--- src/ftaa_pkg.sv ---
// Package for the FIFO test access and abort block.
// Assumes a 32-bit Avalon-MM register bus at 100 MHz; byte offsets are word aligned.
package ftaa_pkg;
  localparam int unsigned ADDR_W = 6;
  localparam logic [5:0] OFF_FIFO_TEST_CONTROL = 6'h00;
  localparam logic [5:0] OFF_TEST_PARITY_STAGE = 6'h04;
  localparam logic [5:0] OFF_DMA_FIFO_TEST_DATA = 6'h08;
  localparam logic [5:0] OFF_TEST_PARITY_STATUS = 6'h0C;
  localparam logic [5:0] OFF_SCSI_FIFO_READOUT = 6'h10;
  localparam logic [5:0] OFF_SCSI_OUTPUT_DATA_LATCH = 6'h14;
  localparam logic [5:0] OFF_SCSI_CONTROL_ZERO = 6'h18;
  localparam logic [5:0] OFF_SCSI_CONTROL_ONE = 6'h1C;
  localparam logic [5:0] OFF_SCSI_STATUS_ONE = 6'h20;
  localparam logic [5:0] OFF_SCSI_STATUS_TWO = 6'h24;
  localparam logic [5:0] OFF_DMA_FIFO_COUNT_CONTROL = 6'h28;
  localparam logic [5:0] OFF_BYTE_COUNTER = 6'h2C;
  localparam logic [5:0] OFF_DMA_STATUS = 6'h30;
  localparam logic [5:0] OFF_INTERRUPT_STATUS = 6'h34;
  localparam logic [5:0] OFF_SCRIPT_POINTER = 6'h38;
  localparam logic [5:0] OFF_SCSI_INPUT_DATA_LATCH = 6'h3C;
  localparam int unsigned BIT_LANE_ENABLE = 2;
  localparam int unsigned BIT_SCSI_FIFO_WE = 3;
  localparam int unsigned BIT_TEST_PARITY = 3;
  localparam int unsigned BIT_SCSI_PARITY = 4;
  localparam int unsigned BIT_PARITY_GEN = 2;
  localparam int unsigned BIT_EVEN_SCSI_PARITY = 2;
  localparam int unsigned BIT_CLEAR_FIFOS = 6;
  localparam int unsigned BIT_SOFT_ABORT = 7;
  localparam int unsigned BIT_ABORT_INT = 0;
  localparam int unsigned BIT_RUNNING = 1;
  localparam int unsigned BIT_INPUT_LATCH_FULL = 7;
  localparam int unsigned BIT_SYNC_OUT_FULL = 6;
  localparam int unsigned BIT_OUT_LATCH_FULL = 5;
  localparam int unsigned BIT_BURST_BUSY = 0;
  localparam logic [31:0] READ_UNMAPPED = 32'h0000_0000;
  localparam logic [5:0] COUNT_MASK = 6'h3F;
endpackage : ftaa_pkg

--- src/ftaa_fifo_if.sv ---
// Interface carrying one lane FIFO's push, pop and state.
// Assumes a single clock shared by both ends.
interface ftaa_fifo_if #(parameter int W = 9, parameter int DEPTH = 8);
  logic push;
  logic pop;
  logic clear;
  logic [W-1:0] wdata;
  logic [W-1:0] rdata;
  logic [$clog2(DEPTH):0] count;
  modport owner (output push, output pop, output clear, output wdata,
    input rdata, input count);
  modport fifo (input push, input pop, input clear, input wdata,
    output rdata, output count);
endinterface : ftaa_fifo_if

--- src/ftaa_lane_fifo.sv ---
// One small FIFO lane with registered read data and its own pointers.
// Assumes the owner never pops empty or pushes full; such requests are dropped.
module ftaa_lane_fifo #(
  parameter int W = 9,
  parameter int DEPTH = 8
) (
  input wire logic clk_sys,
  input wire logic rst,
  ftaa_fifo_if.fifo f
);
  localparam int AW = $clog2(DEPTH);
  if (DEPTH < 2 || (1 << AW) != DEPTH) begin : g_bad_depth
    $error("DEPTH must be a power of two");
  end
  logic [W-1:0] mem_q [DEPTH];
  logic [AW-1:0] wp_q, rp_q;
  logic [AW:0] cnt_q;
  logic [W-1:0] rd_q;
  wire do_push = f.push && (cnt_q != (AW+1)'(DEPTH));
  wire do_pop = f.pop && (cnt_q != '0);
  // Each lane keeps private pointers so lanes never disturb each other. [RL24]
  always_ff @(posedge clk_sys) begin
    if (rst || f.clear) begin
      wp_q <= '0;
      rp_q <= '0;
      cnt_q <= '0;
      rd_q <= '0;
    end else begin
      if (do_push) begin
        mem_q[wp_q] <= f.wdata;
        wp_q <= wp_q + 1'b1;
      end
      if (do_pop) begin
        rd_q <= mem_q[rp_q];
        rp_q <= rp_q + 1'b1;
      end
      cnt_q <= cnt_q + (AW+1)'(do_push) - (AW+1)'(do_pop);
    end
  end
  assign f.rdata = rd_q;
  assign f.count = cnt_q;
endmodule : ftaa_lane_fifo

--- src/ftaa_top.sv ---
// FIFO test access, abort control and residue status registers.
// Assumes an Avalon-MM master on clk_sys; pins arrive asynchronously.
// Notes on behaviour
// [RL1] DMA FIFO 36 bits, 8 entries, FIFO order
// [RL2] Four 9-bit lanes, each 8 deep
// [RL3] Three-bit lane select; top bit enables access
// [RL4] Test parity from staged bit 3
// [RL5] Data write pushes byte plus parity
// [RL6] Data read pops; parity in status bit 3
// [RL7] Host disables lane access before scripts
// [RL8] Write enable routes latch writes into FIFO
// [RL9] Readout pop captures parity in bit 4
// [RL10] Without generation, parity from lane pin
// [RL11] Generated parity odd or even by select
// [RL12] Abort halts scripts only
// [RL13] Hardware abort needs parity generation on
// [RL14] DMA status read clears abort interrupt
// [RL15] Interrupt status bit 7 requests abort
// [RL16] Finish burst, drain DMA FIFO, then interrupt
// [RL17] Counter decrements at memory; latch flagged
// [RL18] Status two bits 7-4 give count
// [RL19] Count register minus counter gives bytes
// [RL20] Latch full bit 5, output full 6
// [RL21] Bit 6 clears both FIFOs
// [RL22] Resume after clear and new pointer
// [RL23] Even parity select is control one bit 2
// [RL24] Lanes keep private pointers
module ftaa_top #(
  parameter int DEPTH = 8,
  parameter int SCSI_DEPTH = 8
) (
  input wire logic clk_sys,
  input wire logic rst,
  input wire logic [5:0] avs_address,
  input wire logic avs_read,
  input wire logic avs_write,
  input wire logic [31:0] avs_writedata,
  output logic [31:0] avs_readdata,
  output logic avs_waitrequest,
  input wire logic [3:0] host_parity_pins,
  input wire logic parity3_abort_pin_n,
  input wire logic burst_active,
  input wire logic scsi_receive,
  input wire logic sync_mode,
  input wire logic byte_to_memory,
  input wire logic [7:0] input_latch_byte,
  input wire logic input_latch_load,
  input wire logic sync_out_load,
  input wire logic sync_out_sent,
  output logic script_run,
  output logic abort_irq
);
  if (DEPTH != 8 || SCSI_DEPTH > 15) begin : g_bad_depth
    $error("unsupported FIFO depth");
  end
  // The parity and abort pins pass two flip-flops before use; the other inputs are used directly.
  logic [3:0] dp_s1_q, dp_s2_q;
  logic ab_s1_q, ab_s2_q;
  always_ff @(posedge clk_sys) begin
    dp_s1_q <= host_parity_pins;
    dp_s2_q <= dp_s1_q;
    ab_s1_q <= parity3_abort_pin_n;
    ab_s2_q <= ab_s1_q;
  end

  // A read or write is answered in the cycle after it is seen, so waitrequest
  // is high for exactly the first cycle of each request.
  logic ack_q;
  wire req = (avs_read || avs_write) && !ack_q;
  always_ff @(posedge clk_sys) begin
    if (rst) ack_q <= 1'b0;
    else ack_q <= req;
  end
  assign avs_waitrequest = (avs_read || avs_write) && !ack_q;
  wire wr = avs_write && ack_q;
  wire rd = avs_read && ack_q;
  wire [7:0] wb = avs_writedata[7:0];
  wire hit_ctl = avs_address == ftaa_pkg::OFF_FIFO_TEST_CONTROL;
  wire hit_stage = avs_address == ftaa_pkg::OFF_TEST_PARITY_STAGE;
  wire hit_data = avs_address == ftaa_pkg::OFF_DMA_FIFO_TEST_DATA;
  wire hit_pstat = avs_address == ftaa_pkg::OFF_TEST_PARITY_STATUS;
  wire hit_rdout = avs_address == ftaa_pkg::OFF_SCSI_FIFO_READOUT;
  wire hit_odl = avs_address == ftaa_pkg::OFF_SCSI_OUTPUT_DATA_LATCH;
  wire hit_c0 = avs_address == ftaa_pkg::OFF_SCSI_CONTROL_ZERO;
  wire hit_c1 = avs_address == ftaa_pkg::OFF_SCSI_CONTROL_ONE;
  wire hit_s1 = avs_address == ftaa_pkg::OFF_SCSI_STATUS_ONE;
  wire hit_s2 = avs_address == ftaa_pkg::OFF_SCSI_STATUS_TWO;
  wire hit_dfc = avs_address == ftaa_pkg::OFF_DMA_FIFO_COUNT_CONTROL;
  wire hit_bc = avs_address == ftaa_pkg::OFF_BYTE_COUNTER;
  wire hit_dst = avs_address == ftaa_pkg::OFF_DMA_STATUS;
  wire hit_ist = avs_address == ftaa_pkg::OFF_INTERRUPT_STATUS;
  wire hit_sp = avs_address == ftaa_pkg::OFF_SCRIPT_POINTER;
  wire hit_idl = avs_address == ftaa_pkg::OFF_SCSI_INPUT_DATA_LATCH;

  // Control registers.
  logic [7:0] fifo_test_control_q, test_parity_stage_q;
  logic [7:0] scsi_control_zero_q, scsi_control_one_q;
  logic [31:0] script_pointer_q, byte_counter_q;
  always_ff @(posedge clk_sys) begin
    if (rst) begin
      fifo_test_control_q <= 8'h00;
      test_parity_stage_q <= 8'h00;
      scsi_control_zero_q <= 8'h00;
      scsi_control_one_q <= 8'h00;
      script_pointer_q <= 32'h0000_0000;
    end else begin
      if (wr && hit_ctl) fifo_test_control_q <= wb;
      if (wr && hit_stage) test_parity_stage_q <= wb;
      if (wr && hit_c0) scsi_control_zero_q <= wb;
      if (wr && hit_c1) scsi_control_one_q <= wb;
      if (wr && hit_sp) script_pointer_q <= avs_writedata;
    end
  end
  wire [2:0] lane_sel = fifo_test_control_q[2:0];
  wire lane_access_enable = lane_sel[ftaa_pkg::BIT_LANE_ENABLE]; // [RL3] [RL7]
  wire [1:0] lane_index = lane_sel[1:0]; // [RL3]
  wire scsi_fifo_we = fifo_test_control_q[ftaa_pkg::BIT_SCSI_FIFO_WE];
  wire parity_generation_enable = scsi_control_zero_q[ftaa_pkg::BIT_PARITY_GEN];
  wire even_scsi_parity_select = scsi_control_one_q[ftaa_pkg::BIT_EVEN_SCSI_PARITY]; // [RL23]
  wire clear_fifos = wr && hit_dfc && wb[ftaa_pkg::BIT_CLEAR_FIFOS]; // [RL21]

  // DMA FIFO: four 9-bit lanes of 8 entries, 36 bits across. [RL1] [RL2]
  logic [3:0] lane_push, lane_pop;
  logic [8:0] lane_rd [4];
  logic [3:0] lane_cnt [4];
  logic any_empty;
  logic drain_busy;
  wire test_push = wr && hit_data && lane_access_enable; // [RL5]
  wire test_pop = rd && hit_data && lane_access_enable; // [RL6]
  wire drain_pop = drain_busy;
  wire [8:0] test_word = {test_parity_stage_q[ftaa_pkg::BIT_TEST_PARITY], wb}; // [RL4]
  genvar g;
  generate
    for (g = 0; g < 4; g++) begin : gl
      ftaa_fifo_if #(.W(9), .DEPTH(DEPTH)) lf ();
      assign lane_push[g] = test_push && (lane_index == 2'(g));
      assign lane_pop[g] = (test_pop && (lane_index == 2'(g))) || drain_pop;
      assign lf.push = lane_push[g];
      assign lf.pop = lane_pop[g];
      assign lf.clear = clear_fifos;
      assign lf.wdata = test_word;
      assign lane_rd[g] = lf.rdata;
      assign lane_cnt[g] = lf.count;
      ftaa_lane_fifo #(.W(9), .DEPTH(DEPTH)) u_lane (
        .clk_sys(clk_sys),
        .rst(rst),
        .f(lf)
      );
    end
  endgenerate
  assign any_empty = (lane_cnt[0] == 4'd0) && (lane_cnt[1] == 4'd0)
    && (lane_cnt[2] == 4'd0) && (lane_cnt[3] == 4'd0);
  // The pop takes one cycle to land in the lane's output register, so the
  // byte is shown from a read that follows the popping read.
  wire [8:0] sel_lane_word = lane_rd[lane_index];

  // SCSI synchronous FIFO.
  ftaa_fifo_if #(.W(9), .DEPTH(SCSI_DEPTH)) sf ();
  logic [1:0] wr_lane;
  always_comb begin
    wr_lane = 2'd0;
    if (avs_writedata[31:24] != 8'h00) wr_lane = 2'd3;
    else if (avs_writedata[23:16] != 8'h00) wr_lane = 2'd2;
    else if (avs_writedata[15:8] != 8'h00) wr_lane = 2'd1;
  end
  wire [7:0] odl_byte = avs_writedata[8*wr_lane +: 8];
  // Generated parity is odd unless even is selected. [RL11]
  wire gen_par = ~(^odl_byte) ^ even_scsi_parity_select;
  wire pin_par = dp_s2_q[wr_lane]; // [RL10]
  wire scsi_par = parity_generation_enable ? gen_par : pin_par;
  wire odl_write = wr && hit_odl;
  assign sf.push = odl_write && scsi_fifo_we; // [RL8]
  assign sf.pop = rd && hit_rdout; // [RL9]
  assign sf.clear = clear_fifos; // [RL21]
  assign sf.wdata = {scsi_par, odl_byte};
  ftaa_lane_fifo #(.W(9), .DEPTH(SCSI_DEPTH)) u_scsi (
    .clk_sys(clk_sys),
    .rst(rst),
    .f(sf)
  );

  // Parity status captured on each host read pop (not on drain pops), and latch status.
  logic dma_par_q, scsi_par_q, pop_dma_q, pop_scsi_q;
  logic out_latch_full_q, sync_out_full_q, in_latch_full_q;
  logic [7:0] in_latch_q;
  always_ff @(posedge clk_sys) begin
    if (rst) begin
      pop_dma_q <= 1'b0;
      pop_scsi_q <= 1'b0;
      dma_par_q <= 1'b0;
      scsi_par_q <= 1'b0;
      out_latch_full_q <= 1'b0;
      sync_out_full_q <= 1'b0;
      in_latch_full_q <= 1'b0;
      in_latch_q <= 8'h00;
    end else begin
      pop_dma_q <= test_pop;
      pop_scsi_q <= sf.pop;
      if (pop_dma_q) dma_par_q <= sel_lane_word[8]; // [RL6]
      if (pop_scsi_q) scsi_par_q <= sf.rdata[8]; // [RL9]
      // Set wins over clear for the latch flags. [RL20]
      if (odl_write && !scsi_fifo_we) out_latch_full_q <= 1'b1;
      else if (clear_fifos) out_latch_full_q <= 1'b0;
      if (sync_out_load) sync_out_full_q <= 1'b1;
      else if (sync_out_sent || clear_fifos) sync_out_full_q <= 1'b0;
      // The latch byte stays until read, as it was never counted. [RL17]
      if (input_latch_load) begin
        in_latch_full_q <= 1'b1;
        in_latch_q <= input_latch_byte;
      end else if (rd && hit_idl) in_latch_full_q <= 1'b0;
    end
  end

  // Byte counter moves only when a byte reaches memory. [RL17]
  always_ff @(posedge clk_sys) begin
    if (rst) begin
      byte_counter_q <= 32'h0000_0000;
    end else begin
      if (wr && hit_bc) byte_counter_q <= avs_writedata;
      else if (byte_to_memory) byte_counter_q <= byte_counter_q - 32'h0000_0001;
    end
  end
  // Count register minus counter, masked, gives bytes held. [RL19]
  // Each lane count is widened first so the carry of the sum is kept.
  wire [5:0] held = 6'(lane_cnt[0]) + 6'(lane_cnt[1]) + 6'(lane_cnt[2]) + 6'(lane_cnt[3]);
  wire [5:0] dma_count_value = (byte_counter_q[5:0] + held) & ftaa_pkg::COUNT_MASK;

  // Abort and script control.
  typedef enum logic [1:0] {RUN, FINISH, DRAIN, HALTED} ftaa_abort_type;
  ftaa_abort_type st_q, st_d;
  logic abort_int_q, soft_abort_q;
  wire soft_wr = wr && hit_ist;
  wire hw_abort = !ab_s2_q && parity_generation_enable; // [RL13]
  wire abort_req = hw_abort || soft_abort_q; // [RL15]
  wire raise_int = (st_q == DRAIN) && (any_empty || !scsi_receive);
  assign drain_busy = (st_q == DRAIN) && scsi_receive && !any_empty;
  always_comb begin
    st_d = st_q;
    unique case (st_q)
      RUN: if (abort_req) st_d = FINISH;
      FINISH: if (!burst_active) st_d = DRAIN; // [RL16]
      DRAIN: if (raise_int) st_d = HALTED; // [RL16]
      HALTED: if (!abort_int_q && wr && hit_sp) st_d = RUN; // [RL22]
    endcase
  end
  always_ff @(posedge clk_sys) begin
    if (rst) begin
      st_q <= RUN;
      soft_abort_q <= 1'b0;
      abort_int_q <= 1'b0;
    end else begin
      st_q <= st_d;
      if (soft_wr) soft_abort_q <= avs_writedata[ftaa_pkg::BIT_SOFT_ABORT]; // [RL15]
      // Set wins over the clearing read; a held soft abort keeps raising it. [RL14] [RL15]
      if (raise_int || (st_q == HALTED && soft_abort_q))
        abort_int_q <= 1'b1;
      else if (rd && hit_dst) abort_int_q <= 1'b0;
    end
  end
  // Only script execution stops; no other state is reset by an abort. [RL12]
  assign script_run = (st_q == RUN) || (st_q == FINISH);
  assign abort_irq = abort_int_q;

  // Read mux.
  wire [7:0] s1 = {in_latch_full_q, sync_out_full_q, out_latch_full_q, 5'b0_0000}; // [RL20]
  wire [7:0] s2 = {sync_mode ? 4'(sf.count) : 4'h0, 4'h0}; // [RL18]
  wire [7:0] pstat = {3'b000, scsi_par_q, dma_par_q, 3'b000};
  wire [7:0] dst = {6'h00, burst_active, abort_int_q};
  wire [7:0] ist = {soft_abort_q, 4'h0, st_q == HALTED, script_run, abort_int_q};
  logic [31:0] rdata_d;
  always_comb begin
    rdata_d = ftaa_pkg::READ_UNMAPPED;
    if (hit_ctl) rdata_d = {24'h00_0000, fifo_test_control_q};
    if (hit_stage) rdata_d = {24'h00_0000, test_parity_stage_q};
    if (hit_data) rdata_d = {24'h00_0000, sel_lane_word[7:0]};
    if (hit_pstat) rdata_d = {24'h00_0000, pstat};
    if (hit_rdout) rdata_d = {24'h00_0000, sf.rdata[7:0]};
    if (hit_c0) rdata_d = {24'h00_0000, scsi_control_zero_q};
    if (hit_c1) rdata_d = {24'h00_0000, scsi_control_one_q};
    if (hit_s1) rdata_d = {24'h00_0000, s1};
    if (hit_s2) rdata_d = {24'h00_0000, s2};
    if (hit_dfc) rdata_d = {26'h000_0000, dma_count_value};
    if (hit_bc) rdata_d = byte_counter_q;
    if (hit_dst) rdata_d = {24'h00_0000, dst};
    if (hit_ist) rdata_d = {24'h00_0000, ist};
    if (hit_sp) rdata_d = script_pointer_q;
    if (hit_idl) rdata_d = {24'h00_0000, in_latch_q};
  end
  always_ff @(posedge clk_sys) begin
    if (rst) avs_readdata <= 32'h0000_0000;
    else if (avs_read && !ack_q) avs_readdata <= rdata_d;
  end
endmodule : ftaa_top

--- config.mk ---
export PLATFORM = sky130hd
export DESIGN_NAME = ftaa_top
export DESIGN_NICKNAME = d
export VERILOG_FILES = /design/src/ftaa_pkg.sv /design/src/ftaa_fifo_if.sv /design/src/ftaa_lane_fifo.sv /design/src/ftaa_top.sv
export SDC_FILE = /design/constraint.sdc
export NUM_CORES = 1
export LEC_CHECK = 0
export CORE_MARGIN = 3
export CORE_UTILIZATION = 60
export DETAILED_ROUTE_END_ITERATION = 7
export DONT_BUFFER_PORTS = 1
export HOLD_SLACK_MARGIN = 0.02
export PLACE_DENSITY = 0.75
export SYNTH_ARGS = -nofsm -noshare
export SYNTH_HDL_FRONTEND = slang
export SYNTH_SLANG_ARGS = --single-unit
--- constraint.sdc ---
create_clock -name clk_sys -period 9.45 [get_ports clk_sys]
set_input_delay 0.945 -clock clk_sys [delete_from_list [all_inputs] [get_ports clk_sys]]
set_output_delay 0.945 -clock clk_sys [all_outputs]
set_load 0.02 [all_outputs]
# After elaboration in Yosys (flattened, before gate mapping)
# Memory sizes are Yosys's and may differ from the RTL's. A register that Yosys moved wholly into a read port is not among the register bits.
# Cells that the tools add are included.
# totals
reg_bits	208
mem_bits_rw	360
inputBits	62
memories	5
# op_classes
addsub	25
n_lt_le_gt_ge	2
eq_ne	30
shift	1
muxes	55
n_bitwise	3
reduce_logical	90
# mem_list
memory	depth	width	read_ports	rd_clocked_by_memory_dff	wr	line_no	source
gl[0].u_lane.mem_q	8	9	1	1	1	ftaa_lane_fifo.sv:15	logic [W-1:0] mem_q [DEPTH];
gl[1].u_lane.mem_q	8	9	1	1	1	ftaa_lane_fifo.sv:15	
gl[2].u_lane.mem_q	8	9	1	1	1	ftaa_lane_fifo.sv:15	
gl[3].u_lane.mem_q	8	9	1	1	1	ftaa_lane_fifo.sv:15	
u_scsi.mem_q	8	9	1	1	1	ftaa_lane_fifo.sv:15	
# ops
op	n
two-way mux 32 bit	16
logical AND 1 bit	51
equality test 6 bit (second input constant)	8
variable part select 32 x 6 -> 8 bit	1
subtractor 32 x 1 -> 32 bit (second input constant)	1
adder 3 x 1 -> 3 bit (second input constant)	10
two-way mux 1 bit	26
equality test 6 x 5 -> 1 bit (second input constant)	4
nonzero test 8 bit	3
adder 4 x 1 -> 4 bit	5
!= test 4 bit (second input constant)	5
nonzero test 4 bit	5
subtractor 4 x 1 -> 4 bit	5
binary-select mux 9 bit (select 2 bit)	1
two-way mux 9 bit	2
logical NOT 4 bit	4
equality test 6 x 4 -> 1 bit (second input constant)	2
two-way mux 2 bit	6
logical OR 1 bit	11
nonzero test 2 bit	5
equality test 2 bit (second input constant)	4
two-way mux 8 bit	1
case mux 2 bit (4 select lines)	1
XOR reduction 8 bit	1
19 further kinds	28

# Depth between registers and ports, before layout
# Gate-level depths: netlist of the first run.
# depth
word_depth	17
depth_mapped	15
ltp_nobuf	15

# Cells and area by module
# From an unflattened synthesis of the first run, not the netlist that was laid out.
# hier_totals
cells_unflattened	2003
area_unflattened_um2	26419.1
# by_module_without_submodules
mod	n_inst	cells_per_inst	area_each_um2
ftaa_lane_fifo	5	201	3616.0
ftaa_top	1	998	8339.2

# Worst setup path after synthesis of the first run
# OpenSTA, ideal clock, no wires.
# synth_timing
path_kind	in2reg
startpoint	in avs_writedata[11]
endpoint	mem u_scsi.mem_q[0][8] (data pin)
arrival_ps	3512
required_ps	9226
path_slack_ps	5714
cell_stages	7
path_cell_list	nor4_1 > nand3_1 > a211oi_1 > xnor2_1 > xnor3_1 > xnor2_1 > a21oi_1
# synth_via
elab_chain_len	9
elab_cells_between_ends	11
classes_between	shift (1); mux (6); bitwise (2); reduce/logical (2)
# synth_rtl
item	line_no	source
start: declaration	ftaa_top.sv:37	input wire logic [31:0] avs_writedata,
nonzero test 8 bit	ftaa_top.sv:164	else if (avs_writedata[15:8] != 8'h00) wr_lane = 2'd1;
two-way mux 1 bit	ftaa_top.sv:164	
two-way mux 2 bit	ftaa_top.sv:163	else if (avs_writedata[23:16] != 8'h00) wr_lane = 2'd2;
two-way mux 2 bit	ftaa_top.sv:162	if (avs_writedata[31:24] != 8'h00) wr_lane = 2'd3;
variable part select 32 x 6 -> 8 bit	ftaa_top.sv:166	wire [7:0] odl_byte = avs_writedata[8*wr_lane +: 8];
net odl_byte[0]	ftaa_top.sv:166	
XOR reduction 8 bit	ftaa_top.sv:168	wire gen_par = ~(^odl_byte) ^ even_scsi_parity_select;
NOT 1 bit	ftaa_top.sv:168	
XOR 1 bit	ftaa_top.sv:168	
two-way mux 1 bit	ftaa_top.sv:170	wire scsi_par = parity_generation_enable ? gen_par : pin_par;
net scsi_par	ftaa_top.sv:170	
end: declaration	ftaa_lane_fifo.sv:15	
# The timed path passes the listed nets, and every way through them passes these cells. The select of a mux whose other input is x is not followed.

# Worst setup path in the final report of the first run
# layout_timing
startpoint	in avs_writedata[8]
endpoint	mem u_scsi.mem_q[2][8] (data pin)
# Same word-level chain as after synthesis.

==> run_results.csv, run 1 <==
group,metric,value,unit
setup_path,crit_path_start_kind,"input pin",
route,drt_iter0_markers,1479,
clock_network,clock-sinks,613,
floorplanning,row_count,75,
cells_and_area,final_cell_mix,"360 x edfxtp_1, 253 x dfxtp_1, 248 x nor2_1",
route,routed_wl,59500,um
sta,setup_violations,0,
floorplanning,die_height,214,um
power,vdd_drop_max,162,uV
run_status,outcome,"complete, no violations",
clock_network,cts_hold_buf,0,
place,dp_hpwl,38000,um
sta,finalCritPeriodShare,0.424,
route,ant_nets,0,
global_route,grt_max_degree,149,
setup_path,required,9.77,ns
logic_synthesis,syn_area,25900,sq um
clock_network,cts-root-buf,"clkbuf_16",
logic_synthesis,syn-instance-count,1995,
sta,relSlewSlack,0.125,
clock_network,clk_pin_slew,0.07,ns
cells_and_area,drive_above_1_share,0.120,
sta,fin_worst_skew,0.0284,ns
sta,setup_tns,0,ns
logic_synthesis,synth_cell_types,66,
global_route,track_usage,0.262,
logic_synthesis,ys_async_sr_fraction,0,
route,dr.pass1.iters,6,
floorplanning,ios,97,
floorplanning,initial_core_util,0.613,
sta,worst_pin_slew,1.31,ns
sta,grt_setup_unrepaired,"no",
cells_and_area,antenna_cells,0,
setup_path,regToRegSetupSlack,5.44,ns
sta,hold-worst-slack,0.328,ns
cells_and_area,multi_input_area,9430,sq um
place,placed_cells_incl_taps,2488,
floorplanning,core-area,42300,sq um
global_route,overflow,0,
sta,drv_slew,0,
global_route,grt_first_pass_wirelength,91500,um
clock_network,cts_setup_buffers,0,
cells_and_area,layout_commonest_cell,"edfxtp_1",
clock_network,clock_latency,0.63,ns
floorplanning,die_area,45700,sq um
setup_path,path_class,"input pin to flop",
logic_synthesis,ys_ff_latch,613,
setup_path,cp-end-kind,"flop",
setup_path,worstPathMaxFanout,9,
clock_network,cts_tree,"yes",
cells_and_area,final_cells,2595,
route,dr_total_vias,16223,
cells_and_area,regArea,15900,sq um
route,drc_errors,0,
cells_and_area,syn2layout_area_growth,9.66,%
cells_and_area,num-fill-cells,2998,
clock_network,cts_buffer_depth,3,
setup_path,cp.arrival,4.33,ns
run,max-cap-violations,0,
clock_network,cts_buffers,58,
logic_synthesis,avgSynthCellArea,13.0,sq um
logic_synthesis,synth_edf_count,360,
logic_synthesis,ys.flop_type,"edfxtp_1",
route,wl_per_cell,22.9,um
place,io_buffer_count,0,
global_route,grt_pass1_vias,15946,
sta,fin_crit,4.01,ns
clock_network,cts_resized,0,
logic_synthesis,synth.net_count,2126,
floorplanning,fp.dieW,214,um
hold_path,hold_class,"flop to flop",
logic_synthesis,seq_area_frac_synth,0.612,
sta,fmax,249,MHz
power,leakagePower,0.00930,uW
power,p_per_area,194,nW/um^2
sta,hold_viol_final,0,
clock_network,cts_max_level,2,
cells_and_area,num-nets-final,2102,
route,viasPerCell,6.25,
global_route,grt_antenna_before_repair,1,
logic_synthesis,yosysWarnings,0,
place,gp_congestion,0.918,
[final cells by class]
type                       count  area share
clock buffer                  84      0.0577
clock inverter                23      0.0101
inverter                      65     0.00858
multi-input combinational   1202       0.332
sequential                   613       0.558
tap                          577      0.0254
timing repair buffer          31     0.00819
[worst max-delay path, cell delays in order]
cell     delay [ns]
nor4_1         0.99
a31oi_1        0.22
nor3_1         0.89
xnor2_1        0.20
xnor3_1        0.40
xnor2_1        0.14
a21oi_1        0.54
[cell usage after synthesis (all sizes together) (11+ instances only)]
cell    count  area share
a21oi      86       0.017
nor2      251       0.036
nor3       54       0.011
xnor2      40       0.014
fa         16       0.012
dfxtp     253        0.20
nand3      24      0.0046
and2       12      0.0029
nand2b     16      0.0039
nor4       17      0.0041
clkbuf     94       0.014
mux2i     105       0.041
xor2       29      0.0098
buf        21      0.0031
nand2     147       0.021
a31oi      11      0.0027
a211oi     88       0.026
edfxtp    360        0.42
a221oi     26      0.0088
inv        65      0.0094
o21ai      29      0.0056
mux4       99       0.086
ha         53       0.026
[per-stage QoR]
stage / utilization / total power (uW) / cell area (sq um) / setup slack, ns
6_report: 0.672 / 5520 / 28400 / 5.44
3_5_place_dp: 0.626 / 3230 / 26500 / 4.84
5_1_grt: 0.672 / 5690 / 28400 / 5.20
3_3_place_gp: 0.626 / 3220 / 26500 / 5.06
2_1_floorplan: - / 3180 / 25900 / 5.71
4_1_cts: 0.672 / 5550 / 28400 / 5.48
[cell families (layout without fill, tap and decap cells)]
kind of cell / after synthesis / count (layout) / synth area share
compound gates: 290 / 290 / 0.0752
buf+inv: 180 / 203 / 0.0261
mux: 205 / 205 / 0.127
simple gates: 568 / 568 / 0.0972
xor+xnor: 70 / 70 / 0.0242
fa+ha+maj: 69 / 69 / 0.0379
flops: 613 / 613 / 0.612
[per-layer routing]
layer / part of all wire / routed length, um / up-vias / global-route usage
li1: - / - / 7373 / -
met1: 0.41 / 24200 / 8045 / 0.362
met2: 0.48 / 28800 / 669 / 0.426
met3: 0.073 / 4330 / 134 / 0.0407
met4: 0.035 / 2100 / 2 / 0.0973
met5: 0.00022 / 13 / - / 0
[power by group]
group / leakage [uW] / switching (uW) / internal [uW] / total [uW]
registers: 0.00533 / 58.9 / 2860 / 2920
clock network: 0.000938 / 994 / 1350 / 2340
logic: 0.00304 / 148 / 111 / 259
total: 0.00930 / 1200 / 4320 / 5520
[worst paths after layout]
path                                   startpoint                  to  depth (start not counted)
worst max-delay path             avs_writedata[8]  u_scsi.mem_q[2][8]                          7
worst min-delay path                   dp_s1_q[3]          dp_s2_q[3]                          0
worst max register to register  byte_counter_q[3]     avs_readdata[4]                         14
worst min register to register         dp_s1_q[3]          dp_s2_q[3]                          0
[registers in the layout (all words and copies together), names as in the netlist, 9 cells and up]
register	flops
gl.u_lane.f.rdata	36
gl.u_lane.rp_q	12
script_pointer_q	32
u_scsi.f.rdata	9
byte_counter_q	32
avs_readdata	32
gl.u_lane.wp_q	12
u_scsi.mem_q	72
gl.u_lane.f.count	16
gl.u_lane.mem_q	288
(Power assumes the default switching activity.)
==> run 2, diff against run 1 <==
- clock period: 9.45 -> 3.7 ns (I/O delays scaled with it)
==> run 2 against run 1 <==
Compared with the run above:
- clock skew rose by 0.0015 ns
- die area did not move
- combinational power rose to 3.4 times the previous value
- final cell count rose by 5.0%
- worst setup slack got worse by 5.3 ns
- power rose to 2.6 times the previous value
- via count rose by 4.8%
- flip-flop and latch count did not move
==> run_results.csv, run 2 (synthesis results as in run 1) <==
group,metric,value,unit
run_status,outcome,"complete, no violations",
clock_network,cts_setup_buffers,0,
setup_path,reg2reg_from,"byte_counter_q[1]",
run,max-cap-violations,0,
global_route,grt_pass1_vias,17075,
route,drc_errors,0,
cells_and_area,regMostFlops,"gl.u_lane.mem_q",
sta,hold_viol_final,0,
route,dr.pass1.iters,7,
hold_path,hp-start,"avs_address[3]",
clock_network,cts_tree,"yes",
hold_path,holdPathStages,3,
route,viasPerCell,6.24,
power,leakagePower,0.00993,uW
setup_path,crit_slowest_cell,"fa_1",
floorplanning,ios,97,
setup_path,required,4.25,ns
power,power,14300,uW
route,routed_wl,63600,um
setup_path,cp_common_cell,"fa_1",
setup_path,crit_buf_inv,2,
power,vdd_drop_max,572,uV
clock_network,clock-sinks,613,
global_route,grt_first_pass_wirelength,97500,um
power,p_per_area,484,nW/um^2
floorplanning,die_height,214,um
setup_path,r2r-end,"avs_readdata[5]",
cells_and_area,utilization,0.700,
clock_network,clock_latency,0.62,ns
global_route,grt_max_degree,146,
cells_and_area,final_cell_mix,"360 x edfxtp_1, 251 x dfxtp_1, 248 x nor2_1",
place,placed_cell_area,27000,sq um
clock_network,cts_max_level,2,
floorplanning,die_area,45700,sq um
place,gp_congestion,0.935,
setup_path,crit_cells,12,
setup_path,crit_path_cell_trace,"inv_1 -> fa_1 -> fa_1 -> inv_1 -> fa_1 -> ha_2 -> fa_2 -> a21o_1 -> a21oi_2 -> xnor2_1 -> a2111o_1 -> a21oi_1",
setup_path,path_class,"flop to flop",
floorplanning,core-area,42300,sq um
setup_path,cp-end-kind,"flop",
sta,fin_worst_skew,0.0299,ns
clock_network,cts_buffer_depth,3,
cells_and_area,num-nets-final,2229,
route,drt_iter0_markers,1743,
setup_path,max_stage_delay,0.51,ns
setup_path,crit_path_start_kind,"flop",
setup_path,reg2reg_depth,12,
sta,fmax,284,MHz
hold_path,hold_class,"input pin to flop",
clock_network,cts-root-buf,"clkbuf_16",
sta,worst_pin_slew,1.09,ns
route,ant_nets,0,
global_route,grt_antenna_before_repair,1,
cells_and_area,largest_register_ff_count,288,
route,dr_total_vias,17006,
floorplanning,row_count,75,
global_route,track_usage,0.280,
floorplanning,fp.dieW,214,um
cells_and_area,finalInstanceArea,29600,sq um
sta,hold-worst-slack,0.0670,ns
global_route,overflow,0,
route,wl_per_cell,23.4,um
clock_network,cts_buffers,59,
place,io_buffer_count,0,
cells_and_area,layout_commonest_cell,"edfxtp_1",
sta,fin_crit,3.52,ns
setup_path,worstPathMaxFanout,3,
cells_and_area,drive_above_1_share,0.150,
floorplanning,initial_core_util,0.613,
sta,relSlewSlack,0.271,
cells_and_area,syn2layout_area_growth,14.3,%
place,dp_hpwl,38400,um
clock_network,clk_pin_slew,0.07,ns
setup_path,regToRegSetupSlack,0.18,ns
sta,finalCritPeriodShare,0.950,
sta,setup_tns,0,ns
sta,setup_violations,0,
setup_path,cp_top_family,"adder cells",
setup_path,cp.arrival,4.07,ns
sta,drv_slew,0,
hold_path,min_to,"out_latch_full_q",
## run 2: changes by cell type in the layout (fill, tap and decap cells not counted), sizes merged, moves of 3 or more
cell	delta
clkinvlp	+3
buf	+74
dlygate4sd3	+52
clkbuf	-12
clkinv	+8
## run 2: timing repair
action / CTS / global route
hold endpoints to repair: 407 / 0
hold buffers: 61 / 0
resized for setup: 0 / 10
setup endpoints to repair: 0 / 3
## run 2: power breakdown
group	internal [uW]	switching [uW]
registers	7310	149
logic	364	507
clock network	3450	2560
## run 2: worst register-to-register path, delay by kind of cell, from the launching register on
| family | cells | cell delay (ns) |
|---|---|---|
| buffers and inverters | 2 | 0.13 |
| DFF | 1 | 0.35 |
| xor gates and xnor gates | 1 | 0.08 |
| AOI/OAI and AO/OA | 4 | 0.85 |
| adders and majority gates | 5 | 2.04 |
## run 2: how the worst max path moves through the flow
| stage | end | slack, ns | from |
|---|---|---|---|
| 5_1_grt | avs_readdata[4] | -0.02 | byte_counter_q[2] |
| 3_3_place_gp | avs_readdata[4] | 0.13 | byte_counter_q[2] |
| 4_1_cts | avs_readdata[4] | 0.02 | byte_counter_q[2] |
| 2_1_floorplan | avs_readdata[5] | 0.14 | byte_counter_q[3] |
| 6_report | avs_readdata[5] | 0.18 | byte_counter_q[1] |
| 3_5_place_dp | avs_readdata[4] | 0.03 | byte_counter_q[2] |
## run 2: per-layer routing
metal  global-route usage  part of all wire
met1                0.373              0.41
met2                0.458              0.48
met3               0.0565             0.079
met4                0.112             0.039
met5                    0                 0
## run 2: through the flow
| step | std cells | worst slack (ns) |
|---|---|---|
| finish | 2725 | 0.184 |
| global route | 2724 | -0.0228 |
| floorplan | 1995 | 0.144 |
| detailed placement | 2553 | 0.0335 |
| CTS | 2724 | 0.0207 |
| global placement | 2553 | 0.129 |
## run 2: layout make-up
cell class	count	area [sq um]
sequential	613	15900
fill	2863	12700
multi-input combinational	1202	9440
clock buffer	72	1540
timing repair buffer	157	1430
tap	577	722
clock inverter	38	387
inverter	65	244
antenna	1	2.50
